<file path="config.mk">
export PLATFORM = sky130hd
export DESIGN_NAME = maintenance_request_bridge
export DESIGN_NICKNAME = d
export VERILOG_FILES = /design/src/hw/maint_pkg.sv /design/src/hw/tid_tracker.sv /design/src/hw/config_window_check.sv /design/src/hw/maintenance_request_bridge.sv
export VERILOG_INCLUDE_DIRS = /design/src /design/src/hw
export SDC_FILE = /design/constraint.sdc
export NUM_CORES = 1
export LEC_CHECK = 0
export ABC_AREA = 1
export BUFFER_PORTS_ARGS = -buffer_cell sky130_fd_sc_hd__buf_2
export CORE_AREA = 2 2 191 193
export CTS_BUF_LIST = sky130_fd_sc_hd__clkbuf_4 sky130_fd_sc_hd__clkbuf_8
export DETAILED_ROUTE_END_ITERATION = 10
export DIE_AREA = 0 0 193 195
export PLACE_DENSITY = 0.78
export SLEW_MARGIN = 20
export SYNTH_ARGS = -nofsm -noshare
export SYNTH_HDL_FRONTEND = slang
export SYNTH_SLANG_ARGS = --single-unit
</file>
<file path="constraint.sdc">
create_clock -name i_core_clk -period 2.7 [get_ports i_core_clk]
set_input_delay 0 -clock i_core_clk [delete_from_list [all_inputs] [get_ports i_core_clk]]
set_output_delay 0 -clock i_core_clk [all_outputs]
set_load 0.1 [all_outputs]
</file>
<file path="src/hw/maint_cfg.svh">
// Offsets, field positions, reset values and codes for the maintenance bridge.
// Assumes inclusion by the bridge package and modules only.
`ifndef MAINT_CFG_SVH
`define MAINT_CFG_SVH

// ----------------------------------------------------------------------------
// Local register offsets (24-bit configuration space)
// ----------------------------------------------------------------------------
`define BASE_DEVID_OFFSET 24'h000060
`define REQ_INFO_OFFSET 24'h000100

// ----------------------------------------------------------------------------
// Reset values
// ----------------------------------------------------------------------------
`define BASE_DEVID_RESET 32'h00000000
`define REQ_INFO_RESET 32'h00000000

// ----------------------------------------------------------------------------
// Address fields
// ----------------------------------------------------------------------------
`define HOP_MSB 31
`define HOP_LSB 24
`define OFF_MSB 23
`define WORD_LSB 2
`define HOP_LOCAL 8'h00
`define HOP_STEP 8'h01

// ----------------------------------------------------------------------------
// Request information register fields
// ----------------------------------------------------------------------------
`define TID_W 8
`define INFO_TID_MSB 7
`define INFO_TID_LSB 0
`define INFO_CRF_BIT 8
`define INFO_PRIO_MSB 10
`define INFO_PRIO_LSB 9
`define INFO_DEST_MSB 31
`define INFO_DEST_LSB 16
`define TID_STEP 8'h01

// ----------------------------------------------------------------------------
// Device ID, sizes and response codes
// ----------------------------------------------------------------------------
`define DEVID_MSB 15
`define DEVID_LSB 0
`define WORD_STRB 4'hF
`define WORD_BYTES 4'h4
`define RESP_OKAY 2'h0
`define RESP_SLVERR 2'h2

`endif

</file>
<file path="src/hw/maint_pkg.sv">
// Types shared by the maintenance bridge and its helpers.
// Assumes the constants header is on the include path.
`include "maint_cfg.svh"

package maint_pkg;

	// ------------------------------------------------------------------------
	// Enumerations
	// ------------------------------------------------------------------------
	typedef enum logic [2:0] {S_IDLE, S_CFG, S_REMOTE, S_REMOTE_WAIT, S_RESP} chan_state_e;
	typedef enum logic [2:0] {PK_NREAD, PK_NWRITE, PK_NWRITE_R, PK_SWRITE, PK_OTHER} pkt_kind_e;

	// ------------------------------------------------------------------------
	// Link-side carriers
	// ------------------------------------------------------------------------
	typedef struct packed {
		logic is_write;
		logic [`TID_W-1:0] tid;
		logic [15:0] src_id;
		logic [15:0] dest_id;
		logic [1:0] prio;
		logic crf;
		logic [7:0] hop;
		logic [23:0] offset;
		logic [31:0] data;
	} maint_req_s;

	typedef struct packed {
		logic is_write;
		logic [`TID_W-1:0] tid;
		logic error;
		logic [31:0] data;
	} maint_rsp_s;

	typedef struct packed {
		pkt_kind_e kind;
		logic [1:0] xamsbs;
		logic [7:0] addr_top;
		logic [3:0] size_bytes;
	} inb_pkt_s;

	typedef struct packed {
		logic hit;
		logic error;
	} window_verdict_s;

	// ------------------------------------------------------------------------
	// Module state
	// ------------------------------------------------------------------------
	typedef struct packed {
		logic valid;
		window_verdict_s verdict;
	} window_state_s;

	typedef struct packed {
		logic busy;
		logic [`TID_W-1:0] tid;
	} tracker_state_s;

	typedef struct packed {
		chan_state_e wst;
		chan_state_e rst;
		logic aw_got;
		logic w_got;
		logic cfg_aw_done;
		logic cfg_w_done;
		logic cfg_ar_done;
		logic [31:0] waddr;
		logic [31:0] wdata;
		logic [3:0] wstrb;
		logic [31:0] raddr;
		logic [1:0] bresp;
		logic [1:0] rresp;
		logic [31:0] rdata;
		logic [31:0] base_devid;
		logic [31:0] req_info;
		logic req_valid;
		maint_req_s req;
	} bridge_state_s;

endpackage : maint_pkg

</file>
<file path="src/hw/tid_tracker.sv">
// Holds the transaction ID of one outstanding remote request.
// Assumes responses arrive already filtered by kind (read or write).
`timescale 1ns/1ns
`include "maint_cfg.svh"

module tid_tracker (
	// Clock and reset
	input logic i_core_clk,
	input logic i_rst_n,
	// Control
	input logic i_cancel,
	input logic i_issue,
	input logic [`TID_W-1:0] i_issue_tid,
	// Response watch
	input logic i_rsp_valid,
	input logic [`TID_W-1:0] i_rsp_tid,
	// Status
	output logic o_busy,
	output logic o_match
);
	import maint_pkg::*;

	tracker_state_s st;
	tracker_state_s next_st;

	// Foreign IDs never match, so they fall away silently
	assign o_match = st.busy & i_rsp_valid & (i_rsp_tid == st.tid); // [RULE16] [RULE19]
	assign o_busy = st.busy;

	always_comb begin
		next_st = st;
		if (i_issue) begin
			next_st.busy = 1'b1;
			next_st.tid = i_issue_tid;
		end
		if (o_match) begin
			next_st.busy = 1'b0;
		end
		if (i_cancel) begin
			next_st = '0; // [RULE20]
		end
	end

	always_ff @(posedge i_core_clk or negedge i_rst_n) begin
		if (!i_rst_n) begin
			st <= '0;
		end else begin
			st <= next_st;
		end
	end

	a_cancel_clears: assert property (@(posedge i_core_clk) disable iff (!i_rst_n)
		i_cancel |=> !o_busy) else $error("tracker busy after cancel"); // [RULE20]

endmodule : tid_tracker

</file>
<file path="src/hw/config_window_check.sv">
// Classifies inbound I/O packets against the local configuration window.
// Assumes the window value comes from the configuration register space.
`timescale 1ns/1ns
`include "maint_cfg.svh"

module config_window_check (
	// Clock and reset
	input logic i_core_clk,
	input logic i_rst_n,
	// Inbound packet header
	input logic i_inb_valid,
	input maint_pkg::inb_pkt_s i_inb,
	input logic [9:0] i_local_config_base_window,
	// Verdict
	output logic o_verdict_valid,
	output maint_pkg::window_verdict_s o_verdict
);
	import maint_pkg::*;

	window_state_s st;
	window_state_s next_st;
	logic match;
	logic supported;

	always_comb begin
		match = ({i_inb.xamsbs, i_inb.addr_top} == i_local_config_base_window); // [RULE17]
		supported = (i_inb.kind == PK_NREAD) || (i_inb.kind == PK_NWRITE) ||
			(i_inb.kind == PK_NWRITE_R);
		next_st.valid = i_inb_valid;
		next_st.verdict.hit = i_inb_valid & match & (i_inb.kind != PK_OTHER); // [RULE17]
		// Streaming writes hit but are still refused
		// Unlisted kinds are not hits, yet a window match still earns an error
		next_st.verdict.error = i_inb_valid & match &
			(!supported || (i_inb.size_bytes != `WORD_BYTES)); // [RULE1] [RULE3]
	end

	always_ff @(posedge i_core_clk or negedge i_rst_n) begin
		if (!i_rst_n) begin
			st <= '0;
		end else begin
			st <= next_st;
		end
	end

	assign o_verdict_valid = st.valid;
	assign o_verdict = st.verdict;

	a_window_type_err: assert property (@(posedge i_core_clk) disable iff (!i_rst_n)
		(i_inb_valid && match && !supported) |=> o_verdict.error)
		else $error("unsupported window hit not errored"); // [RULE1]
	a_window_size_err: assert property (@(posedge i_core_clk) disable iff (!i_rst_n)
		(i_inb_valid && match && (i_inb.size_bytes != `WORD_BYTES)) |=> o_verdict.error)
		else $error("odd-size window hit not errored"); // [RULE3]

endmodule : config_window_check

</file>
<file path="src/hw/maintenance_request_bridge.sv">
// Maintenance port bridge: routes word accesses locally or to a remote device.
// Assumes the user master, fabric and link share i_core_clk.
//
// Overview of operation
// [RULE1] Unsupported window hit types get error response
// [RULE2] Errored writes never reach the register
// [RULE3] Non-word sizes get error response
// [RULE4] One read, one write outstanding at most
// [RULE5] Master zeroes upper byte for local access
// [RULE6] Offset on address [23:0], hop above
// [RULE7] Lowest two address bits are ignored
// [RULE8] Master drives address, valid and data
// [RULE9] Local access forwarded when fabric free
// [RULE10] Fabric completion returned on response channel
// [RULE11] Nonzero upper byte goes remote, hop minus one
// [RULE12] Master uses hop 0xFF for endpoints
// [RULE13] Source ID from base device ID
// [RULE14] Priority, CRF, destination from info register
// [RULE15] TID starts zero, increments, readable, writable
// [RULE16] Matching response returns status and data
// [RULE17] Window match on xamsbs and top byte
// [RULE18] Remote window accesses use I/O ports
// [RULE19] Mismatched response IDs silently dropped
// [RULE20] Port cancel drops requests and IDs
// [RULE21] Write waits for address and data
// [RULE22] Errors answer SLVERR, success OKAY
`timescale 1ns/1ns
`include "maint_cfg.svh"

module maintenance_request_bridge (
	// Clock and reset
	input logic i_core_clk,
	input logic i_rst_n,
	input logic i_maint_cancel,
	// Maintenance port write channels
	input logic i_maint_awvalid,
	output logic o_maint_awready,
	input logic [31:0] i_maint_awaddr,
	input logic i_maint_wvalid,
	output logic o_maint_wready,
	input logic [31:0] i_maint_wdata,
	input logic [3:0] i_maint_wstrb,
	output logic o_maint_bvalid,
	input logic i_maint_bready,
	output logic [1:0] o_maint_bresp,
	// Maintenance port read channels
	input logic i_maint_arvalid,
	output logic o_maint_arready,
	input logic [31:0] i_maint_araddr,
	output logic o_maint_rvalid,
	input logic i_maint_rready,
	output logic [31:0] o_maint_rdata,
	output logic [1:0] o_maint_rresp,
	// Configuration fabric master
	output logic o_cfg_awvalid,
	input logic i_cfg_awready,
	output logic [31:0] o_cfg_awaddr,
	output logic o_cfg_wvalid,
	input logic i_cfg_wready,
	output logic [31:0] o_cfg_wdata,
	output logic [3:0] o_cfg_wstrb,
	input logic i_cfg_bvalid,
	output logic o_cfg_bready,
	input logic [1:0] i_cfg_bresp,
	output logic o_cfg_arvalid,
	input logic i_cfg_arready,
	output logic [31:0] o_cfg_araddr,
	input logic i_cfg_rvalid,
	output logic o_cfg_rready,
	input logic [31:0] i_cfg_rdata,
	input logic [1:0] i_cfg_rresp,
	// Remote request and response
	output logic o_req_valid,
	input logic i_req_ready,
	output maint_pkg::maint_req_s o_req,
	input logic i_rsp_valid,
	input maint_pkg::maint_rsp_s i_rsp,
	// Inbound window check
	input logic i_inb_valid,
	input maint_pkg::inb_pkt_s i_inb,
	input logic [9:0] i_local_config_base_window,
	output logic o_verdict_valid,
	output maint_pkg::window_verdict_s o_verdict,
	// Device identity
	output logic [15:0] o_deviceid
);
	import maint_pkg::*;

	bridge_state_s st;
	bridge_state_s next_st;
	logic wr_issue;
	logic rd_issue;
	logic wr_match;
	logic rd_match;

	// ------------------------------------------------------------------------
	// Address helpers
	// ------------------------------------------------------------------------
	function automatic logic [23:0] off_of(input logic [31:0] addr);
		off_of = {addr[`OFF_MSB:`WORD_LSB], 2'h0}; // [RULE6] [RULE7]
	endfunction : off_of

	function automatic logic [7:0] hop_of(input logic [31:0] addr);
		hop_of = addr[`HOP_MSB:`HOP_LSB]; // [RULE6]
	endfunction : hop_of

	function automatic maint_req_s build_req(input logic wr, input logic [31:0] addr,
		input logic [31:0] data, input logic [31:0] info, input logic [31:0] devid);
		build_req.is_write = wr;
		build_req.tid = info[`INFO_TID_MSB:`INFO_TID_LSB]; // [RULE15]
		build_req.src_id = devid[`DEVID_MSB:`DEVID_LSB]; // [RULE13]
		build_req.dest_id = info[`INFO_DEST_MSB:`INFO_DEST_LSB]; // [RULE14]
		build_req.prio = info[`INFO_PRIO_MSB:`INFO_PRIO_LSB]; // [RULE14]
		build_req.crf = info[`INFO_CRF_BIT]; // [RULE14]
		build_req.hop = hop_of(addr) - `HOP_STEP; // [RULE11]
		build_req.offset = off_of(addr);
		build_req.data = data;
	endfunction : build_req

	// ------------------------------------------------------------------------
	// Channel sequencing
	// ------------------------------------------------------------------------
	always_comb begin
		next_st = st;
		wr_issue = 1'b0;
		rd_issue = 1'b0;
		case (st.wst)
			S_IDLE: begin
				// Address and data may arrive in either order
				if (i_maint_awvalid && !st.aw_got) begin // [RULE21]
					next_st.aw_got = 1'b1;
					next_st.waddr = i_maint_awaddr;
				end
				if (i_maint_wvalid && !st.w_got) begin // [RULE21]
					next_st.w_got = 1'b1;
					next_st.wdata = i_maint_wdata;
					next_st.wstrb = i_maint_wstrb;
				end
				if (st.aw_got && st.w_got) begin
					next_st.aw_got = 1'b0;
					next_st.w_got = 1'b0;
					if (st.wstrb != `WORD_STRB) begin
						next_st.bresp = `RESP_SLVERR; // [RULE2] [RULE3] [RULE22]
						next_st.wst = S_RESP;
					end else if (hop_of(st.waddr) != `HOP_LOCAL) begin
						next_st.wst = S_REMOTE; // [RULE11]
					end else if (off_of(st.waddr) == `BASE_DEVID_OFFSET) begin
						next_st.base_devid = st.wdata;
						next_st.bresp = `RESP_OKAY;
						next_st.wst = S_RESP;
					end else if (off_of(st.waddr) == `REQ_INFO_OFFSET) begin
						next_st.req_info = st.wdata; // [RULE14] [RULE15]
						next_st.bresp = `RESP_OKAY;
						next_st.wst = S_RESP;
					end else begin
						next_st.cfg_aw_done = 1'b0;
						next_st.cfg_w_done = 1'b0;
						next_st.wst = S_CFG; // [RULE9]
					end
				end
			end
			S_CFG: begin
				if (o_cfg_awvalid && i_cfg_awready) begin
					next_st.cfg_aw_done = 1'b1;
				end
				if (o_cfg_wvalid && i_cfg_wready) begin
					next_st.cfg_w_done = 1'b1;
				end
				if (o_cfg_bready && i_cfg_bvalid) begin
					next_st.bresp = (i_cfg_bresp == `RESP_OKAY) ? `RESP_OKAY : `RESP_SLVERR; // [RULE10]
					next_st.wst = S_RESP;
				end
			end
			S_REMOTE_WAIT: begin
				if (wr_match) begin
					next_st.bresp = i_rsp.error ? `RESP_SLVERR : `RESP_OKAY; // [RULE16] [RULE22]
					next_st.wst = S_RESP;
				end
			end
			S_RESP: begin
				if (i_maint_bready) begin
					next_st.wst = S_IDLE; // [RULE4]
				end
			end
			default: begin
			end
		endcase
		case (st.rst)
			S_IDLE: begin
				if (i_maint_arvalid) begin
					next_st.raddr = i_maint_araddr;
					if (hop_of(i_maint_araddr) != `HOP_LOCAL) begin
						next_st.rst = S_REMOTE; // [RULE11]
					end else if (off_of(i_maint_araddr) == `BASE_DEVID_OFFSET) begin
						next_st.rdata = st.base_devid;
						next_st.rresp = `RESP_OKAY;
						next_st.rst = S_RESP;
					end else if (off_of(i_maint_araddr) == `REQ_INFO_OFFSET) begin
						next_st.rdata = st.req_info; // [RULE15]
						next_st.rresp = `RESP_OKAY;
						next_st.rst = S_RESP;
					end else begin
						next_st.cfg_ar_done = 1'b0;
						next_st.rst = S_CFG; // [RULE9]
					end
				end
			end
			S_CFG: begin
				if (o_cfg_arvalid && i_cfg_arready) begin
					next_st.cfg_ar_done = 1'b1;
				end
				if (o_cfg_rready && i_cfg_rvalid) begin
					next_st.rdata = i_cfg_rdata; // [RULE10]
					next_st.rresp = (i_cfg_rresp == `RESP_OKAY) ? `RESP_OKAY : `RESP_SLVERR;
					next_st.rst = S_RESP;
				end
			end
			S_REMOTE_WAIT: begin
				if (rd_match) begin
					next_st.rdata = i_rsp.data; // [RULE16]
					next_st.rresp = i_rsp.error ? `RESP_SLVERR : `RESP_OKAY; // [RULE22]
					next_st.rst = S_RESP;
				end
			end
			S_RESP: begin
				if (i_maint_rready) begin
					next_st.rst = S_IDLE; // [RULE4]
				end
			end
			default: begin
			end
		endcase
		// One request slot on the link; writes win ties
		if (!st.req_valid) begin
			if (st.wst == S_REMOTE) begin
				next_st.req = build_req(1'b1, st.waddr, st.wdata, st.req_info, st.base_devid);
				next_st.req_valid = 1'b1;
			end else if (st.rst == S_REMOTE) begin
				next_st.req = build_req(1'b0, st.raddr, 32'h00000000, st.req_info, st.base_devid);
				next_st.req_valid = 1'b1;
			end
		end else if (i_req_ready) begin
			next_st.req_valid = 1'b0;
			next_st.req_info[`INFO_TID_MSB:`INFO_TID_LSB] = st.req.tid + `TID_STEP; // [RULE15]
			if (st.req.is_write) begin
				wr_issue = 1'b1;
				next_st.wst = S_REMOTE_WAIT;
			end else begin
				rd_issue = 1'b1;
				next_st.rst = S_REMOTE_WAIT;
			end
		end
		// Cancel abandons everything in flight; the port should be quiet meanwhile
		if (i_maint_cancel) begin
			next_st.wst = S_IDLE; // [RULE20]
			next_st.rst = S_IDLE;
			next_st.aw_got = 1'b0;
			next_st.w_got = 1'b0;
			next_st.req_valid = 1'b0;
		end
	end

	always_ff @(posedge i_core_clk or negedge i_rst_n) begin
		if (!i_rst_n) begin
			st <= '0;
			st.base_devid <= `BASE_DEVID_RESET;
			st.req_info <= `REQ_INFO_RESET; // [RULE15]
		end else begin
			st <= next_st;
		end
	end

	// ------------------------------------------------------------------------
	// Helpers and outputs
	// ------------------------------------------------------------------------
	tid_tracker u_wr_track (
		.i_core_clk(i_core_clk),
		.i_rst_n(i_rst_n),
		.i_cancel(i_maint_cancel),
		.i_issue(wr_issue),
		.i_issue_tid(st.req.tid),
		.i_rsp_valid(i_rsp_valid & i_rsp.is_write),
		.i_rsp_tid(i_rsp.tid),
		.o_busy(),
		.o_match(wr_match)
	);

	tid_tracker u_rd_track (
		.i_core_clk(i_core_clk),
		.i_rst_n(i_rst_n),
		.i_cancel(i_maint_cancel),
		.i_issue(rd_issue),
		.i_issue_tid(st.req.tid),
		.i_rsp_valid(i_rsp_valid & !i_rsp.is_write),
		.i_rsp_tid(i_rsp.tid),
		.o_busy(),
		.o_match(rd_match)
	);

	config_window_check u_window (
		.i_core_clk(i_core_clk),
		.i_rst_n(i_rst_n),
		.i_inb_valid(i_inb_valid),
		.i_inb(i_inb),
		.i_local_config_base_window(i_local_config_base_window),
		.o_verdict_valid(o_verdict_valid),
		.o_verdict(o_verdict)
	);

	assign o_maint_awready = (st.wst == S_IDLE) & !st.aw_got; // [RULE4] [RULE21]
	assign o_maint_wready = (st.wst == S_IDLE) & !st.w_got; // [RULE4] [RULE21]
	assign o_maint_bvalid = (st.wst == S_RESP);
	assign o_maint_bresp = st.bresp;
	assign o_maint_arready = (st.rst == S_IDLE); // [RULE4]
	assign o_maint_rvalid = (st.rst == S_RESP);
	assign o_maint_rdata = st.rdata;
	assign o_maint_rresp = st.rresp;
	assign o_cfg_awvalid = (st.wst == S_CFG) & !st.cfg_aw_done; // [RULE9]
	assign o_cfg_awaddr = {`HOP_LOCAL, off_of(st.waddr)}; // [RULE7]
	assign o_cfg_wvalid = (st.wst == S_CFG) & !st.cfg_w_done;
	assign o_cfg_wdata = st.wdata;
	assign o_cfg_wstrb = `WORD_STRB;
	assign o_cfg_bready = (st.wst == S_CFG) & st.cfg_aw_done & st.cfg_w_done;
	assign o_cfg_arvalid = (st.rst == S_CFG) & !st.cfg_ar_done; // [RULE9]
	assign o_cfg_araddr = {`HOP_LOCAL, off_of(st.raddr)}; // [RULE7]
	assign o_cfg_rready = (st.rst == S_CFG) & st.cfg_ar_done;
	assign o_req_valid = st.req_valid;
	assign o_req = st.req;
	assign o_deviceid = st.base_devid[`DEVID_MSB:`DEVID_LSB]; // [RULE13]

	// ------------------------------------------------------------------------
	// Checks
	// ------------------------------------------------------------------------
	a_hop_minus_one: assert property (@(posedge i_core_clk) disable iff (!i_rst_n)
		(o_req_valid && o_req.is_write) |-> (o_req.hop == hop_of(st.waddr) - `HOP_STEP))
		else $error("remote hop count wrong"); // [RULE11]
	a_source_id: assert property (@(posedge i_core_clk) disable iff (!i_rst_n)
		o_req_valid |-> (o_req.src_id == o_deviceid))
		else $error("source id differs from device id"); // [RULE13]
	a_tid_advance: assert property (@(posedge i_core_clk) disable iff (!i_rst_n)
		(o_req_valid && i_req_ready) |=>
		(st.req_info[`INFO_TID_MSB:`INFO_TID_LSB] == $past(o_req.tid) + `TID_STEP))
		else $error("tid did not advance"); // [RULE15]
	a_strobe_error: assert property (@(posedge i_core_clk) disable iff (!i_rst_n || i_maint_cancel)
		((st.wst == S_IDLE) && st.aw_got && st.w_got && (st.wstrb != `WORD_STRB)) |=>
		(o_maint_bvalid && (o_maint_bresp == `RESP_SLVERR)))
		else $error("partial write not errored"); // [RULE3]
	a_err_no_fabric: assert property (@(posedge i_core_clk) disable iff (!i_rst_n)
		o_cfg_awvalid |-> (st.wstrb == `WORD_STRB))
		else $error("errored write reached fabric"); // [RULE2]
	a_one_write: assert property (@(posedge i_core_clk) disable iff (!i_rst_n)
		(o_maint_bvalid || o_cfg_awvalid || (st.wst == S_REMOTE_WAIT)) |->
		(!o_maint_awready && !o_maint_wready))
		else $error("second write accepted"); // [RULE4]
	a_one_read: assert property (@(posedge i_core_clk) disable iff (!i_rst_n)
		(o_maint_rvalid || (st.rst == S_REMOTE_WAIT)) |-> !o_maint_arready)
		else $error("second read accepted"); // [RULE4]
	a_drop_mismatch: assert property (@(posedge i_core_clk) disable iff (!i_rst_n || i_maint_cancel)
		((st.wst == S_REMOTE_WAIT) && i_rsp_valid && i_rsp.is_write && !wr_match) |=>
		(st.wst == S_REMOTE_WAIT))
		else $error("mismatched response consumed"); // [RULE19]
	a_cancel_idle: assert property (@(posedge i_core_clk) disable iff (!i_rst_n)
		i_maint_cancel |=> ((st.wst == S_IDLE) && (st.rst == S_IDLE) && !o_req_valid))
		else $error("cancel left work in flight"); // [RULE20]
	a_word_offset: assert property (@(posedge i_core_clk) disable iff (!i_rst_n)
		o_cfg_arvalid |-> (o_cfg_araddr[1:0] == 2'h0))
		else $error("fabric address not word aligned"); // [RULE7]

	c_remote_write: cover property (@(posedge i_core_clk) disable iff (!i_rst_n)
		(st.wst == S_REMOTE_WAIT) ##[1:20] o_maint_bvalid);
	c_local_read: cover property (@(posedge i_core_clk) disable iff (!i_rst_n)
		(o_cfg_rready && i_cfg_rvalid) ##1 o_maint_rvalid);
	c_strobe_error: cover property (@(posedge i_core_clk) disable iff (!i_rst_n)
		o_maint_bvalid && (o_maint_bresp == `RESP_SLVERR));
	c_both_remote: cover property (@(posedge i_core_clk) disable iff (!i_rst_n)
		(st.wst == S_REMOTE_WAIT) && (st.rst == S_REMOTE_WAIT));

endmodule : maintenance_request_bridge

</file>
# Word level (Yosys, flattened, before mapping)
# Index checks and enable logic that the tools add are counted.
# op_classes
addsub	3
n_eq_ne	39
muxes	81
n_bitwise	21
reduce_logical	50
# ops
operator	n
$mux 109	2
$mux 34	6
$pmux 34 s3	1
$mux 8	8
$mux 3	17
$mux 9	5
$eq 22x5->1 const B	2
$eq 22x7->1 const B	2
$mux 2	15
$ne 2x2->1 const B	15
$pmux 3 s4	2
$reduce_and 6->1	4
$mux 1	19
$reduce_bool 3->1	6
$and 1x1->1	17
$eq 8x8->1	2
$reduce_bool 8->1	2
$sub 8x1->8 const B	2
$eq 3x2->1 const B	5
$reduce_and 7->1	2
$mux 6	2
$reduce_and 2->1	6
$reduce_bool 2->1	6
$eq 10x10->1	1
19 further kinds	45
# word_totals
register_bits	341
inputBits	221
out_inout_bits	274
word_cells	228

# Longest topological paths before layout
# Gate-level depths: netlist of the first run.
# logic_depth
depth_word	11
depth_mapped	13
mapped_depth_nobuf	12

# Modules after synthesis
# A second synthesis of the first run with hierarchy kept.
# unflattened
cells_unflattened	2094
area_unflattened_um2	17340.4
# modules_own_cells
module	n_inst	cells_per_inst	area_each_um2
maintenance_request_bridge	1	1889	15932.8
tid_tracker	2	70	540.5
config_window_check	1	65	326.6

# Least setup slack after synthesis of the first run
# Ideal clock, no wire load.
# synth_path
kind	register to register
start	register st[318] (netlist name)
end	register st (netlist bit o_cfg_wdata[10])
setup_time_ps	78
t_arrival_ps	2919
path_slack_ps	-297
path_stages_with_launch	10
path_cell_list	dfrtp_1 > inv_2 > nand2_1 > nor2_1 > inv_1 > nor2_1 > nand2_1 > buf_2 > buf_1 > a21oi_1
# synth_between
elab_chain_len	2
# synth_rtl
item	line	rtl
from (decl)	maintenance_request_bridge.sv:89	bridge_state_s st;
from (signal assigned)	maintenance_request_bridge.sv:269	st <= next_st;
$logic_not 3->1	maintenance_request_bridge.sv:127	case (st.wst)
$reduce_and 2->1 (no source line)	-	
# Every way passes these cells.
# A chain may end at the register's enable or synchronous reset.

# Worst setup path after layout of the first run
# layout_path
start	register st[314] (netlist name)
end	register st (netlist bit o_maint_rdata[15])
# layout_between
elab_chain_len	5
elab_cells_between_ends	13
# layout_rtl
item	line	rtl
$eq 3x1->1	maintenance_request_bridge.sv:188, maintenance_request_bridge.sv:326	
$and 1x1->1	maintenance_request_bridge.sv:326	assign o_cfg_rready = (st.rst == S_CFG) & st.cfg_ar_done;
$logic_and 1x1->1	maintenance_request_bridge.sv:212	if (o_cfg_rready && i_cfg_rvalid) begin
$ne 2x2->1 (no source line)	-	
$reduce_and 6->1 (no source line)	-	
# Several ways; a longest one is shown, not always the timed one.

==> impl_metrics.toml, run 1 <==
[floorplan]
die_area_um2 = 37600
rows = 69
coreArea_um2 = 35400
initial_utilization = 0.482
fp.dieW_um = 193
ios = 495
die_y_um = 195

[clock_network]
clockRootBuffer = "clkbuf_8"
cts_buffer_depth = 3
insertion_delay_ns = 0.64
cts_sinks = 333
h-tree-depth = 2
clkSlewWorstSetupHoldPaths_ns = 0.06
cts_tree = "yes"
cts_buffers = 56

[sta]
max_slew_margin = 0.505
setup_viol = 0
period_needed_ns = 2.58
fin_tns_setup_ns = 0
period_share = 0.954
finalMaxSlewViolations = 0
hold_viol = 0
worst_slew_pin_slew_ns = 0.743
fmax_ghz = 0.388
rsz0062_at_grt = "false"
finClkSkew_ns = 0.0291
layout_setup_ws_ns = 0.124

[worst_hold_path]
hold_start = "i_rsp[35]"
hp-class = "input pin to flip-flop"
min_to = "o_maint_bresp[1]"
whs_path_depth = 8

[job]
drv_cap = 0

[logic_synthesis]
synthAdderAreaFrac = 0.00294
synth.ff_latch_count = 333
synth.area.mux_share = 0.0198
synth_cell_types = 45
synth_area_um2 = 17000
syn_inst = 2026
synth_compound_area_frac = 0.121
yosysSeqAreaShare = 0.489
synth_xor_area_frac = 0.00822
synth.avg_cell_area_um2 = 8.41
yosysWarnings = 0
synth_top_family_by_area = "simple AND/OR/NAND/NOR gates"
synth-simple-area-share = 0.181

[critical_path]
timing.rr.start = "st[314]"
worstPathCellList = "inv_2, nor2_4, inv_2, buf_4, nor2_2, buf_4, a22oi_1, dlygate4sd3_1, nand2_1, nand2_1, nand2_1"
critPathSlowestCell = "dlygate4sd3_1"
crit_path_max_incr_delay_ns = 0.63
critPathRequiredTime_ns = 3.21
path_class = "flip-flop to flip-flop"
worst_setup_path_end_kind = "flip-flop"
r2r_setup_slack_ns = 0.12
rr_worst_depth = 11
r2r_end = "o_maint_rdata[15]"
crit_top_cell = "nand2_1"
crit_arrival_ns = 3.09
worstPathMaxFanout = 34
crit_path_start_kind = "flip-flop"

[power]
power_density_nw_per_um2 = 1360
totalPowerFinal_mw = 29.3
cellLeakagePower_nw = 11.4
vdd_drop_max_v = 0.00142

[finish]
area_growth_syn_to_layout_pct = 26.8
final_nets = 2723
drive_gt1_frac = 0.256
multi_input_area_um2 = 5820
finish.instance_area_um2 = 21600
seqCellArea_um2 = 8330
fillers = 2836

[grt]
grt_usage = 0.305
busiest_layer = "met2"
met2_usage = 0.474
grt_pass1_wl_mm = 87.9
antenna_found_initial = 1
grtUsageMet3 = 0.0634
grt_pass1_vias = 15945
grt_max_degree = 74
overflow = 0
globalRouteMet1Util = 0.395

[drt]
num_vias = 15820
viasPerCell = 5.28
route.detailed.drc = 0
wl_mm = 57.9
ant_nets = 0
wl_per_cell_um = 19.3
drt_iter0_drc = 1158
first_pass_iters = 7

[placement]
dp_hpwl_mm = 37.8
globalplace.congestion = 0.932
io_buffer_count = 462
dp_slack_ns = 0.422
postPlaceCellArea_um2 = 18100

[status]
status = "completed"
synth_stat cells, drive strengths merged:
library cell | number | area (um^2)
nand2 | 463 | 1750
dfrtp | 333 | 8330
buf | 285 | 2090
o21ai | 215 | 1080
inv | 193 | 724
nor2 | 140 | 591
nand3 | 88 | 440
a21oi | 69 | 345
clkbuf | 57 | 216
a22oi | 52 | 390
mux2 | 30 | 338
nand3b | 18 | 135
nor3 | 13 | 65.1
o211ai | 13 | 97.6
xnor2 | 12 | 105
nand4 | 9 | 62.6
a31oi | 5 | 31.3
o22ai | 5 | 31.3
ha | 4 | 50.1
xor2 | 4 | 35.0
o221ai | 3 | 26.3
or2 | 3 | 18.8
a22o | 2 | 17.5
conb | 2 | 7.51
a21boi | 1 | 7.51
a21o | 1 | 7.51
a221oi | 1 | 8.76
a31o | 1 | 8.76
and2 | 1 | 6.26
nor3b | 1 | 7.51
nor4 | 1 | 6.26
o211a | 1 | 10.0
timing repair:
action	in CTS	in global routing
hold buffers	238	0
gates resized for setup	0	1
setup endpoints to repair	0	33
setup buffers	0	2
endpoints found under the hold margin	503	0
layout make-up:
class	instances	area share
clock inverter	10	0.00261
timing repair buffer	729	0.234
antenna	1	0.000116
tap	461	0.0267
clock buffer	86	0.0481
sequential	333	0.386
inverter	193	0.0335
multi-input combinational	1185	0.269
power breakdown:
group          internal (mW)  switching (mW)
sequential              6.51            1.20
clock                   2.43            2.06
combinational           3.10            14.0
metrics by stage:
stage               instances  hold slack (ns)  utilization
detailed placement       2660           0.0479        0.510
floorplan                2052           -0.296            -
global route             2997            0.103        0.610
CTS                      2994           0.0214        0.609
global placement         2660           0.0447        0.510
finish                   2998           0.0784        0.610
worst max-delay path by stage:
stage,startpoint,slack (ns),end
4_1_cts,st[316],0.11,o_maint_rresp[1]
2_1_floorplan,st[316],0.05,st[309]
3_5_place_dp,st[301],0.42,st[119]
3_3_place_gp,st[301],0.47,st[110]
5_1_grt,st[314],0.004,o_maint_rdata[15]
6_report,st[314],0.12,o_maint_rdata[15]
flip-flops by register name, indices dropped and copies added (netlist names):
register                  count
o_maint_rdata                32
u_window.o_verdict_valid      1
o_cfg_awaddr                 22
u_rd_track.o_busy             1
u_window.o_verdict            2
o_req                       106
st                           79
o_cfg_wdata                  32
o_req_valid                   1
o_maint_bresp                 1
o_maint_rresp                 1
u_wr_track.o_busy             1
o_cfg_araddr                 22
u_wr_track.st                 8
o_deviceid                   16
u_rd_track.st                 8
worst max-delay path: cells and delay by family (launching register included):
family	cells	cell delay (ns)
simple gates	5	0.32
buf+inv	5	1.47
compound gates	1	0.22
flops	1	0.41
cells by family after synthesis:
group,count (synthesis)
other cells,2
mux,30
compound gates,369
buf+inv,535
simple gates,737
flops,333
fa+ha+maj,4
xor+xnor,16
layer usage:
layer | up-vias | share of wire
met5 | - | 0
met4 | 0 | 0.060
met3 | 207 | 0.086
met2 | 844 | 0.45
met1 | 7589 | 0.40
li1 | 7180 | -
cells in the final DEF, fill, tap and decap left out, types with 7 or more instances in the layout:
| master | instances |
|---|---|
| a21oi_1 | 69 |
| a22oi_1 | 52 |
| buf_12 | 9 |
| buf_2 | 461 |
| buf_4 | 19 |
| clkbuf_4 | 23 |
| clkbuf_8 | 63 |
| clkinv_2 | 8 |
| conb_1 | 28 |
| dfrtp_1 | 333 |
| dlygate4sd3_1 | 237 |
| inv_1 | 186 |
| inv_2 | 7 |
| mux2_2 | 30 |
| nand2_1 | 458 |
| nand3_1 | 88 |
| nand3b_1 | 18 |
| nand4_1 | 8 |
| nor2_1 | 128 |
| nor2_2 | 7 |
| nor3_1 | 13 |
| o211ai_1 | 13 |
| o21ai_0 | 188 |
| o21ai_1 | 26 |
| xnor2_1 | 12 |
(Power assumes the default switching activity.)
==> inputs of run 2 (changes only) <==
--- a/config.mk
+++ b/config.mk
@@ -8,11 +8,12 @@
 export LEC_CHECK = 0
 export ABC_AREA = 1
 export BUFFER_PORTS_ARGS = -buffer_cell sky130_fd_sc_hd__buf_2
-export CORE_AREA = 2 2 191 193
+export CORE_AREA = 2 2 194 196
 export CTS_BUF_LIST = sky130_fd_sc_hd__clkbuf_4 sky130_fd_sc_hd__clkbuf_8
+export CTS_CLUSTER_SIZE = 8
 export DETAILED_ROUTE_END_ITERATION = 10
-export DIE_AREA = 0 0 193 195
-export PLACE_DENSITY = 0.78
+export DIE_AREA = 0 0 196 198
+export PLACE_DENSITY = 0.76
 export SLEW_MARGIN = 20
 export SYNTH_ARGS = -nofsm -noshare
 export SYNTH_HDL_FRONTEND = slang
==> impl_metrics.toml, run 2 (synthesis gave the netlist of run 1 again) <==
[sta]
fmax_ghz = 0.378
period_share = 0.981
max_slew_margin = 0.549
rsz0062_at_grt = "false"
fin_tns_setup_ns = 0
setup_viol = 0
finClkSkew_ns = 0.0359
finalMaxSlewViolations = 0
period_needed_ns = 2.65
hold_viol = 0
worst_slew_pin_slew_ns = 0.677

[drt]
route.met3.wl_mm = 4.89
viasPerCell = 5.21
wl_met1_mm = 23.7
wl_mm = 57.8
wl_per_cell_um = 19.1
top_layer_used = "met5"
route.met2.wl_mm = 26.0
first_pass_iters = 6
num_vias = 15758
route.detailed.drc = 0
ant_nets = 0
drt_iter0_drc = 1237

[finish]
largest_register_ffs = 106
area_growth_syn_to_layout_pct = 28.2
drive_gt1_frac = 0.259
seqCellArea_um2 = 8330
final_cell_mix = "buf_2 (461), nand2_1 (457), dfrtp_1 (333)"
final_nets = 2732
multi_input_area_um2 = 5830
fillers = 3123
final_common_cell = "buf_2"

[clock_network]
cts_sinks = 333
h-tree-depth = 2
cts_buffers = 57
clockRootBuffer = "clkbuf_8"
clkSlewWorstSetupHoldPaths_ns = 0.07
cts_buffer_depth = 3
cts_tree = "yes"
insertion_delay_ns = 0.64

[job]
drv_cap = 0

[status]
status = "completed"

[floorplan]
die_y_um = 198
initial_utilization = 0.461
die_area_um2 = 38800
coreArea_um2 = 37000
ios = 495
rows = 71
fp.dieW_um = 196

[grt]
grt_pass1_wl_mm = 86.4
antenna_found_initial = 3
grt_usage = 0.289
grt_pass1_vias = 15496
overflow = 0
grt_max_degree = 105

[power]
vdd_drop_max_v = 0.00128
power_density_nw_per_um2 = 1370
cellLeakagePower_nw = 11.5
totalPowerFinal_mw = 29.8

[critical_path]
crit_path_start_kind = "flip-flop"
crit_start = "st[317]"
r2r_end = "o_cfg_wdata[9]"
worst_setup_path_end_kind = "flip-flop"
endpoint = "o_cfg_wdata[9]"
r2r_setup_slack_ns = 0.05
path_class = "flip-flop to flip-flop"
crit_arrival_ns = 3.14
worstPathMaxFanout = 17
timing.rr.start = "st[317]"
critPathRequiredTime_ns = 3.20
rr_worst_depth = 11

[placement]
io_buffer_count = 462
globalplace.congestion = 0.938
dp_hpwl_mm = 37.8

[worst_hold_path]
hp-class = "input pin to asynchronous set/reset pin"
==> run 2: cell count changes in the layout (fill, tap and decap cells not counted), sizes merged <==
cell         delta
clkbuf          +8
dlygate4sd3     +5
clkinv          -4
buf             +1
clkinvlp        +1
inv             -1
bufinv          +1
==> run 2: how the worst min path moves through the flow <==
stage	start	to	slack, ns	cells past startpoint
3_5_place_dp	i_rst_n	o_maint_rdata[20]	0.04	1
4_1_cts	i_rsp[38]	o_maint_bresp[1]	0.02	8
6_report	i_rst_n	u_rd_track.st[5]	0.05	3
5_1_grt	i_rst_n	o_maint_rdata[15]	0.05	3
3_3_place_gp	i_rst_n	o_maint_rdata[24]	0.03	1
2_1_floorplan	i_rst_n	o_cfg_araddr[10]	-0.30	0
==> run 2: report_power, final <==
part           switching [mW]  leakage (nW)  total, mW  internal (mW)
clock network            2.09         0.645       4.87           2.78
logic                    14.1          6.55       17.3           3.22
registers                1.18          4.30       7.70           6.51
==> run 2: what timing repair did <==
action,CTS,global route
gates resized for setup,0,10
setup buffers,0,3
hold buffers,244,0
endpoints found under the hold margin,504,0
setup endpoints to repair,0,40
==> run 2: stage by stage <==
stage / hold WS [ns] / instance area [um^2] / util / instances / setup slack [ns]
floorplan: -0.296 / 17100 / - / 2052 / 0.0481
CTS: 0.0182 / 21700 / 0.588 / 3016 / 0.0136
global route: 0.0515 / 21900 / 0.591 / 3022 / 0.0261
global placement: 0.0324 / 18100 / 0.489 / 2673 / 0.533
detailed placement: 0.0385 / 18100 / 0.489 / 2673 / 0.502
finish: 0.0454 / 21900 / 0.591 / 3022 / 0.0514
==> run 2: layout make-up <==
class | instances | share of cell area
Antenna cell | 1 | 0.000114
Clock inverter | 7 | 0.00298
Inverter | 193 | 0.0331
Clock buffer | 92 | 0.0528
Timing Repair Buffer | 737 | 0.236
Multi-Input combinational cell | 1185 | 0.267
Tap cell | 474 | 0.0271
Sequential cell | 333 | 0.381
==> run 2: worst max-delay path, stage by stage (launching register included) <==
cell and delay, ns:
dfrtp_1 0.37, inv_1 0.10, nand2_2 0.10, nor2_4 0.13, inv_2 0.08, nor2_4 0.14, nand2_4 0.07, buf_12 0.16
nor2_1 0.12, dlygate4sd3_1 0.57, a21oi_1 0.05, dlygate4sd3_1 0.59
==> run 2: routing by layer <==
metal  track usage  vias up
li1              -     7205
met1         0.378     7448
met5             0        -
met4         0.152        2
met2         0.450      902
met3        0.0644      201
